File: config.mk
export PLATFORM = sky130hd
export DESIGN_NAME = trg_control
export DESIGN_NICKNAME = d
export VERILOG_FILES = /design/src/hdl/trg_pkg.sv /design/src/hdl/trg_control.sv
export SDC_FILE = /design/constraint.sdc
export NUM_CORES = 1
export LEC_CHECK = 0
export BUFFER_PORTS_ARGS = -buffer_cell sky130_fd_sc_hd__buf_2
export CORE_MARGIN = 2
export CORE_UTILIZATION = 33
export DETAILED_ROUTE_END_ITERATION = 8
export PLACE_DENSITY_LB_ADDON = 0.08
export SLEW_MARGIN = 40
export SYNTH_ARGS = -nofsm -noshare
export SYNTH_HDL_FRONTEND = slang
export SYNTH_SLANG_ARGS = --single-unit
File: constraint.sdc
create_clock -name sys_clk_i -period 4.5 [get_ports sys_clk_i]
set_input_delay 1.125 -clock sys_clk_i [delete_from_list [all_inputs] [get_ports sys_clk_i]]
set_output_delay 1.125 -clock sys_clk_i [all_outputs]
set_load 0.02 [all_outputs]
File: src/hdl/trg_pkg.sv
// package for the timer run-gate and external interrupt control block
// assumes a single 25 MHz system clock and an sfr-style byte port from the core
package trg_pkg;
  localparam logic [7:0] TIMER_CONTROL_ADDR = 8'h88;
  localparam logic [7:0] TIMER_MODE_ADDR = 8'h89;
  localparam logic [7:0] TIMER_CONTROL_RESET = 8'h00;
  localparam logic [7:0] TIMER_MODE_RESET = 8'h00;
  // timer_control bit positions
  localparam int TC_TF1 = 7;
  localparam int TC_TR1 = 6;
  localparam int TC_TF0 = 5;
  localparam int TC_TR0 = 4;
  localparam int TC_IE1 = 3;
  localparam int TC_IT1 = 2;
  localparam int TC_IE0 = 1;
  localparam int TC_IT0 = 0;
  // timer_mode bit positions
  localparam int TM_TIMER1_GATE_CONTROL = 7;
  localparam int TM_TIMER0_GATE_CONTROL = 3;
  localparam int TM_MODE0_LO = 0;
  localparam logic [1:0] MODE_13BIT = 2'h0;
  localparam logic [1:0] MODE_SPLIT = 2'h3;
  localparam logic [12:0] COUNT13_MAX = 13'h1fff;
  localparam logic [7:0] BYTE_MAX = 8'hff;
  localparam logic [15:0] COUNT_RESET = 16'h0000;

  typedef struct packed {
    logic wr;
    logic rd;
    logic [7:0] addr;
    logic [7:0] wdata;
  } trg_sfr_req_s;

  typedef struct packed {
    logic timer0_ack;
    logic timer1_ack;
    logic extint0_ack;
    logic extint1_ack;
  } trg_vector_ack_s;

  typedef struct packed {
    logic timer0_enable;
    logic timer0_high_enable;
    logic timer1_enable;
  } trg_enables_s;
endpackage

File: src/hdl/trg_control.sv
// timer control/mode registers, run gating, overflow and external interrupt flags
// assumes the core drives sfr strobes on sys_clk_i and acks vectoring for one cycle
`timescale 1ns/1ps
// What this block does
// - each external interrupt input is caught either on a falling edge or as a low level.
// - a type select of 0 means level triggered and 1 means edge triggered.
// - with timer 1 gate clear, timer 1 counts whenever its run bit is 1.
// - with timer 1 gate set, timer 1 counts only while run is 1 and input 1 is high.
// - timer 0 runs when its run bit is set and its gate is 0 or input 0 is high.
// - a 13-bit wrap from all ones to zero sets the timer 0 overflow flag.
// - in split mode the upper byte runs on the timer 1 run bit and sets timer 1 overflow.
// - setting a run bit leaves the count untouched and counting resumes from it.
module trg_control (
  input wire logic sys_clk_i,
  input wire logic reset_n_i,
  input wire trg_pkg::trg_sfr_req_s sfr_req_i,
  input wire trg_pkg::trg_vector_ack_s vector_ack_i,
  input wire logic external_interrupt_0_input_i,
  input wire logic external_interrupt_1_input_i,
  output logic [7:0] sfr_rdata_o,
  output logic [7:0] timer_control_reg_o,
  output logic [7:0] timer_mode_reg_o,
  output logic [15:0] timer0_count_o,
  output trg_pkg::trg_enables_s enables_o,
  output logic timer0_irq_o,
  output logic timer1_irq_o,
  output logic extint0_irq_o,
  output logic extint1_irq_o
);
  logic [7:0] timer_control_reg;
  logic [7:0] timer_mode_reg;
  logic [7:0] timer0_high_byte;
  logic [7:0] timer0_low_byte;
  logic [7:0] sfr_rdata;
  logic [1:0] pin_raw;
  logic [1:0] pin_lvl;
  logic [1:0] pin_prev;
  logic wr_ctrl;
  logic wr_mode;
  logic rd_ctrl;
  logic rd_mode;
  logic [7:0] next_timer_control_reg;
  logic [7:0] next_timer_mode_reg;
  logic [7:0] next_timer0_high_byte;
  logic [7:0] next_timer0_low_byte;
  logic [7:0] next_sfr_rdata;
  logic external_interrupt_0_input_lvl;
  logic external_interrupt_1_input_lvl;
  logic timer0_enable;
  logic timer0_high_enable;
  logic timer1_enable;
  logic split_mode;
  logic low_ovf;
  logic high_ovf;
  logic ext0_event;
  logic ext1_event;

  assign pin_raw = {external_interrupt_1_input_i, external_interrupt_0_input_i};

  // pins are asynchronous, so the first stage is never read; the second gives the level, the third the edge history
  for (genvar i = 0; i < 2; i++) begin : g_pin
    logic meta;
    logic lvl;
    logic prev;
    logic next_meta;
    logic next_lvl;
    logic next_prev;
    always_comb begin
      next_meta = pin_raw[i];
      next_lvl = meta;
      next_prev = lvl;
    end
    // pins idle high, so a reset value of 1 keeps a false edge from following reset
    always_ff @(posedge sys_clk_i or negedge reset_n_i) begin
      if (!reset_n_i) begin
        meta <= 1'b1;
        lvl <= 1'b1;
        prev <= 1'b1;
      end else begin
        meta <= next_meta;
        lvl <= next_lvl;
        prev <= next_prev;
      end
    end
    assign pin_lvl[i] = lvl;
    assign pin_prev[i] = prev;
  end
  assign external_interrupt_0_input_lvl = pin_lvl[0];
  assign external_interrupt_1_input_lvl = pin_lvl[1];

  function automatic logic ext_event(input logic edge_sel, input logic lvl, input logic prev);
    // edge mode fires once per falling edge; level mode fires every low cycle
    ext_event = edge_sel ? (prev & ~lvl) : ~lvl;
  endfunction

  // one strobe plus one address match; used by every register access
  function automatic logic sfr_hit(input logic strobe, input logic [7:0] addr,
    input logic [7:0] target);
    sfr_hit = strobe && addr == target;
  endfunction

  localparam int TM_MODE0_HI = trg_pkg::TM_MODE0_LO + 1;

  always_comb begin
    wr_ctrl = sfr_hit(sfr_req_i.wr, sfr_req_i.addr, trg_pkg::TIMER_CONTROL_ADDR);
    wr_mode = sfr_hit(sfr_req_i.wr, sfr_req_i.addr, trg_pkg::TIMER_MODE_ADDR);
    rd_ctrl = sfr_hit(sfr_req_i.rd, sfr_req_i.addr, trg_pkg::TIMER_CONTROL_ADDR);
    rd_mode = sfr_hit(sfr_req_i.rd, sfr_req_i.addr, trg_pkg::TIMER_MODE_ADDR);
  end

  // enables are combinational so the gate pin acts within the synchroniser delay only
  always_comb begin
    split_mode = timer_mode_reg[TM_MODE0_HI:trg_pkg::TM_MODE0_LO] == trg_pkg::MODE_SPLIT;
    timer0_enable = timer_control_reg[trg_pkg::TC_TR0]
      & (~timer_mode_reg[trg_pkg::TM_TIMER0_GATE_CONTROL] | external_interrupt_0_input_lvl);
    timer1_enable = timer_control_reg[trg_pkg::TC_TR1]
      & (~timer_mode_reg[trg_pkg::TM_TIMER1_GATE_CONTROL] | external_interrupt_1_input_lvl);
    timer0_high_enable = split_mode & timer_control_reg[trg_pkg::TC_TR1];
    ext0_event = ext_event(timer_control_reg[trg_pkg::TC_IT0], external_interrupt_0_input_lvl, pin_prev[0]);
    ext1_event = ext_event(timer_control_reg[trg_pkg::TC_IT1], external_interrupt_1_input_lvl, pin_prev[1]);
  end

  // timer 0 counter: 13-bit in mode 0, split bytes in mode 3, 16-bit otherwise
  // limitation: mode 2 reload is not modelled, it wraps like mode 1
  // in mode 0 the low byte bits 7:5 hold whatever they had and are not counted
  always_comb begin
    next_timer0_high_byte = timer0_high_byte;
    next_timer0_low_byte = timer0_low_byte;
    low_ovf = 1'b0;
    high_ovf = 1'b0;
    // the run bit only gates counting; nothing here loads the count on its write
    if (split_mode) begin
      if (timer0_enable) begin
        low_ovf = timer0_low_byte == trg_pkg::BYTE_MAX;
        next_timer0_low_byte = timer0_low_byte + 8'h01;
      end
      if (timer0_high_enable) begin
        high_ovf = timer0_high_byte == trg_pkg::BYTE_MAX;
        next_timer0_high_byte = timer0_high_byte + 8'h01;
      end
    end else if (timer0_enable) begin
      if (timer_mode_reg[TM_MODE0_HI:trg_pkg::TM_MODE0_LO] == trg_pkg::MODE_13BIT) begin
        low_ovf = {timer0_high_byte, timer0_low_byte[4:0]} == trg_pkg::COUNT13_MAX;
        {next_timer0_high_byte, next_timer0_low_byte[4:0]} =
          {timer0_high_byte, timer0_low_byte[4:0]} + 13'h0001;
      end else begin
        low_ovf = {timer0_high_byte, timer0_low_byte} == {trg_pkg::BYTE_MAX, trg_pkg::BYTE_MAX};
        {next_timer0_high_byte, next_timer0_low_byte} =
          {timer0_high_byte, timer0_low_byte} + 16'h0001;
      end
    end
  end

  // register writes first, then hardware sets win over any clear in the same cycle
  always_comb begin
    next_timer_control_reg = timer_control_reg;
    next_timer_mode_reg = timer_mode_reg;
    if (wr_ctrl) begin
      next_timer_control_reg = sfr_req_i.wdata;
    end else if (wr_mode) begin
      next_timer_mode_reg = sfr_req_i.wdata;
    end
    // acks clear first so a flag raised in the same cycle is never lost
    if (vector_ack_i.timer0_ack) next_timer_control_reg[trg_pkg::TC_TF0] = 1'b0;
    if (vector_ack_i.timer1_ack) next_timer_control_reg[trg_pkg::TC_TF1] = 1'b0;
    if (vector_ack_i.extint0_ack) next_timer_control_reg[trg_pkg::TC_IE0] = 1'b0;
    if (vector_ack_i.extint1_ack) next_timer_control_reg[trg_pkg::TC_IE1] = 1'b0;
    if (low_ovf) next_timer_control_reg[trg_pkg::TC_TF0] = 1'b1;
    if (high_ovf) next_timer_control_reg[trg_pkg::TC_TF1] = 1'b1;
    if (ext0_event) next_timer_control_reg[trg_pkg::TC_IE0] = 1'b1;
    if (ext1_event) next_timer_control_reg[trg_pkg::TC_IE1] = 1'b1;
  end

  // read data stands one cycle and falls back to zero, unmapped reads give zero
  always_comb begin
    if (rd_ctrl) begin
      next_sfr_rdata = timer_control_reg;
    end else if (rd_mode) begin
      next_sfr_rdata = timer_mode_reg;
    end else begin
      next_sfr_rdata = 8'h00;
    end
  end

  always_ff @(posedge sys_clk_i or negedge reset_n_i) begin
    if (!reset_n_i) begin
      timer_control_reg <= trg_pkg::TIMER_CONTROL_RESET;
      timer_mode_reg <= trg_pkg::TIMER_MODE_RESET;
      timer0_high_byte <= trg_pkg::COUNT_RESET[15:8];
      timer0_low_byte <= trg_pkg::COUNT_RESET[7:0];
      sfr_rdata <= 8'h00;
    end else begin
      timer_control_reg <= next_timer_control_reg;
      timer_mode_reg <= next_timer_mode_reg;
      timer0_high_byte <= next_timer0_high_byte;
      timer0_low_byte <= next_timer0_low_byte;
      sfr_rdata <= next_sfr_rdata;
    end
  end

  assign sfr_rdata_o = sfr_rdata;
  assign timer_control_reg_o = timer_control_reg;
  assign timer_mode_reg_o = timer_mode_reg;
  assign timer0_count_o = {timer0_high_byte, timer0_low_byte};
  assign enables_o = '{timer0_enable: timer0_enable, timer0_high_enable: timer0_high_enable,
                       timer1_enable: timer1_enable};
  assign timer0_irq_o = timer_control_reg[trg_pkg::TC_TF0];
  assign timer1_irq_o = timer_control_reg[trg_pkg::TC_TF1];
  assign extint0_irq_o = timer_control_reg[trg_pkg::TC_IE0];
  assign extint1_irq_o = timer_control_reg[trg_pkg::TC_IE1];
endmodule

# Word-level counts from Yosys, hierarchy flattened
# Index checks and enable logic that the tools add are counted.
dict set report classes {
  add_sub_neg 4
  n_eq_ne 9
  muxes 28
  n_bitwise 12
  n_reduce_logical 13
}
# op count
set ops {}
lappend ops {{$mux 8} 10}
lappend ops {{$eq 8x8->1 const B} 4}
lappend ops {{$add 16x1->16 const B} 1}
lappend ops {{$add 8x1->8 const B} 2}
lappend ops {{$eq 16x16->1 const B} 1}
lappend ops {{$mux 1} 16}
lappend ops {{$add 13x1->13 const B} 1}
lappend ops {{$eq 13x13->1 const B} 1}
lappend ops {{$reduce_bool 3->1} 4}
lappend ops {{$reduce_and 2->1} 3}
lappend ops {{$and 1x1->1} 5}
lappend ops {{$mux 5} 1}
lappend ops {{$not 1->1} 5}
lappend ops {{$logic_and 1x1->1} 4}
lappend ops {{$ne 2x2->1 const B} 2}
lappend ops {{$mux 3} 1}
lappend ops {{$eq 2x2->1 const B} 1}
lappend ops {{$logic_not 2->1} 1}
lappend ops {{$or 1x1->1} 2}
lappend ops {{$reduce_bool 2->1} 1}
dict set report totals {
  regBits 46
  in_bits 26
  output_inout_bits 47
  wordCells 82
}

# Logic depth before layout (Yosys ltp)
dict set report logic_depth {
  ltp_word 6
  ltp_mapped 7
  depth_no_buf 6
}

# Worst setup path after synthesis
# No wires, ideal clock.
dict set report synth_path {
  path_kind {register to output}
  from {reg g_pin[0].lvl (netlist: external_interrupt_0_input_lvl)}
  to {out enables_o[2] (netlist bit)}
  arrival_time_ps 1105
  required_time_ps 3375
  slack_ps 2270
  stages_incl_launch_ff 5
  path_buffers 1
  path_cell_list {dfstp_2 nand2b_1 nand2_1 inv_1 buf_4}
}
dict set report synth_via {
  elab_chain_cells 2
}
# item line_no
set synth_rtl {}
lappend synth_rtl {{start, declared} trg_control.sv:63} ;# logic lvl;
lappend synth_rtl {{start signal, assigned} trg_control.sv:81} ;# lvl <= next_lvl;
lappend synth_rtl {{$or 1x1->1} trg_control.sv:115} ;# & (~timer_mode_reg[trg_pkg::TM_TIMER0_GATE_CONTROL] | external_interrupt_0_input_lvl);
lappend synth_rtl {{$and 1x1->1} trg_control.sv:115}
lappend synth_rtl {{end, declared} trg_control.sv:24} ;# output trg_pkg::trg_enables_s enables_o,
# Every way passes these cells.

==> impl_metrics.env <==
export IMPL_finalSetupViolCount=0
export IMPL_p_per_area_nw_per_um2=323
export IMPL_start_kind="flip-flop"
export IMPL_firstDrtPassIters=4
export IMPL_netlist_top_cells_area="dfrtp_1 48%, dfstp_2 7.6%, mux2_2 6.5%"
export IMPL_drc_errors=0
export IMPL_yosys_warnings=0
export IMPL_vias=1532
export IMPL_grt_pass1_vias=1510
export IMPL_ctsHoldBuffers=0
export IMPL_required_ns=3.38
export IMPL_top_layer="met4"
export IMPL_syn_inst=166
export IMPL_hp_class="flip-flop to flip-flop"
export IMPL_holdWs_ns=0.359
export IMPL_dp_hpwl_mm=3.45
export IMPL_min_period_over_period_pct=61.7
export IMPL_post_cts_resized=0
export IMPL_routed_wl_met3_um=302
export IMPL_synth_nets=194
export IMPL_row_count=28
export IMPL_place_gp_congestion=0.711
export IMPL_max_freq_mhz=360
export IMPL_grt_usage_pct=14.3
export IMPL_synth_area_um2=2070
export IMPL_clock_path_buffers=2
export IMPL_num_nets_final=263
export IMPL_synthTopCellsByCount="40 x dfrtp_1, 14 x nand2_1, 12 x mux2_2, 12 x xnor2_1, 9 x buf_4"
export IMPL_clockRootBuffer="clkbuf_8"
export IMPL_path_max_fanout=7
export IMPL_yosys_area_top_type_share_pct=48.3
export IMPL_drt_wirelength_per_cell_um=15.2
export IMPL_final_core_util_pct=42.6
export IMPL_r2r_start="timer0_low_byte[0]"
export IMPL_rsz0062_at_grt="false"
export IMPL_wl_met1_mm=2.31
export IMPL_slew_headroom_pct=58.3
export IMPL_cts_setup_buffers=0
export IMPL_fin_cells=311
export IMPL_die_h_um=83.3
export IMPL_area_delta_synth_final_pct=23.0
export IMPL_clock_latency_ns=0.30
export IMPL_crit_path_max_incr_delay_ns=0.56
export IMPL_die_area_um2=6940
export IMPL_cts_clk_slew_worst_paths_ns=0.10
export IMPL_cts_sinks=46
export IMPL_yosys_area_top_type="dfrtp_1"
export IMPL_placed_cells=303
export IMPL_maxCapViolations=0
export IMPL_grt_pass1_wl_mm=7.83
export IMPL_htree_levels=2
export IMPL_postSynthAreaPerCell_um2=12.5
export IMPL_antenna_cells=0
export IMPL_slew_viol_final=0
export IMPL_ir_drop_mv=0.169
export IMPL_tightestPinTransition_ns=0.623
export IMPL_drtAntennaViolNets=0
export IMPL_hp_start="g_pin[1].meta"
export IMPL_synthDistinctLibCells=38
export IMPL_reg2reg_slack_ns=2.61
export IMPL_antenna_found_initial=0
export IMPL_crit_path_end_kind="output port"
export IMPL_setup_tns_ns=0
export IMPL_async_flop_share_pct=100
export IMPL_layout_drive_gt1_share_pct=44.9
export IMPL_wl_mm=4.74
export IMPL_outcome="completed"
export IMPL_cts_buffers=5
export IMPL_yosys_most_used_dff="dfrtp_1"
export IMPL_startpoint="external_interrupt_0_input_lvl"
export IMPL_synth_seq_cells=46
export IMPL_p_leak_nw=1.36
export IMPL_synth_most_common_cell="dfrtp_1"
export IMPL_hold_violations=0
export IMPL_min_period_ns=2.78
export IMPL_synth_edf_count=0
export IMPL_core_um2=5990
export IMPL_ioPinCount=73
export IMPL_drt_iter0_drc=26
export IMPL_critical_path_slowest_cell="dfstp_2"
export IMPL_nFillCells=596
export IMPL_path_cells="nand2b_1, nand2_1, inv_1, buf_2"
export IMPL_gr_total_overflow=0
export IMPL_routed_via_density=4.93
export IMPL_ys_seq_area_share_pct=55.9
export IMPL_cts_tree="yes"
export IMPL_place_port_buffers=72
export IMPL_die_w_um=83.3
export IMPL_fin_skew_ns=0.00776
export IMPL_critPathKind="flip-flop to output port"
export IMPL_grt_max_degree=47
export IMPL_route_met2_wl_mm=2.07
export IMPL_initial_core_util_pct=34.6
export IMPL_arrival_ns=1.65
per-stage QoR:
stage | total power, mW | setup slack (ns) | area [µm²]
floorplan | 0.520 | 2.27 | 2070
global placement | 0.567 | 1.97 | 2460
detailed placement | 0.567 | 1.96 | 2460
CTS | 0.836 | 1.69 | 2550
global route | 0.864 | 1.57 | 2550
finish | 0.824 | 1.72 | 2550
final timing paths:
path / endpoint / depth (start not counted)
max in group asynchronous: timer0_high_byte[0] / 1
worst min-delay path: external_interrupt_1_input_lvl / 0
worst max register to register: timer0_high_byte[3] / 6
worst max-delay path: enables_o[2] / 4
min in group asynchronous: sfr_rdata_o[2] / 1
worst min register to register: external_interrupt_1_input_lvl / 0
layout by cell type (no fill, tap or decap), types with 2 or more instances in the layout:
master      synthesis  routed
o22ai_1             2       2
clkinvlp_4          0       2
nand4_1             6       6
buf_2               0      71
mux2_2             12      12
mux2i_1             5       5
dfstp_2             6       6
a22o_1              7       7
and3_1              3       3
nand2_1            14      14
nor2b_1             2       2
inv_1               5       5
nand3_1             6       6
xor2_1              3       3
o21ai_0             4       4
nor2_1              6       6
ha_1                2       2
xnor2_1            12      12
dfrtp_1            40      40
and4_1              2       2
clkbuf_8            0       5
a22o_2              2       2
layer usage:
layer / GRT usage [%] / vias to the layer above
li1: - / 732
met1: 20.7 / 735
met2: 20.5 / 59
met3: 3.98 / 6
met4: 4.47 / 0
met5: 0 / -
critical path, delay by kind of cell (launching register included):
kind / cells / cell delay (ns)
AND/OR/NAND/NOR: 2 / 0.32
flip-flops: 1 / 0.56
buffers and inverters: 2 / 0.47
cells by family (layout without fill, tap and decap cells):
logic type	count (synthesis)	count (layout)	share of synthesized area, %
simple gates	47	47	13.5
flops	46	46	55.9
compound gates	24	24	9.83
mux	17	17	8.93
xor+xnor	15	15	6.33
buf+inv	15	85	4.34
fa+ha+maj	2	2	1.21
registers in the layout, summed over array words and instances, names as in the netlist:
signal	cells
sfr_rdata_o	8
timer0_high_byte	8
timer0_low_byte	8
timer_control_reg_o	8
timer_mode_reg_o	8
g_pin.meta	2
g_pin.prev	2
external_interrupt_0_input_lvl	1
external_interrupt_1_input_lvl	1
layout make-up:
type                            count  area, µm²  share of cell area, %
Clock buffer                        5       68.8                   2.70
Clock inverter                      3       23.8                  0.931
Inverter                            5       18.8                  0.735
Multi-Input combinational cell    105        826                   32.4
Sequential cell                    46       1160                   45.4
Tap cell                           75       93.8                   3.68
Timing Repair Buffer               72        363                   14.2
report_power, final:
part	internal (mW)	switching, mW	total, mW
Sequential	0.435	0.0247	0.460
Clock	0.111	0.156	0.267
Combinational	0.0389	0.0584	0.0973
Total	0.585	0.239	0.824
Power figures use the tool's default switching activity.
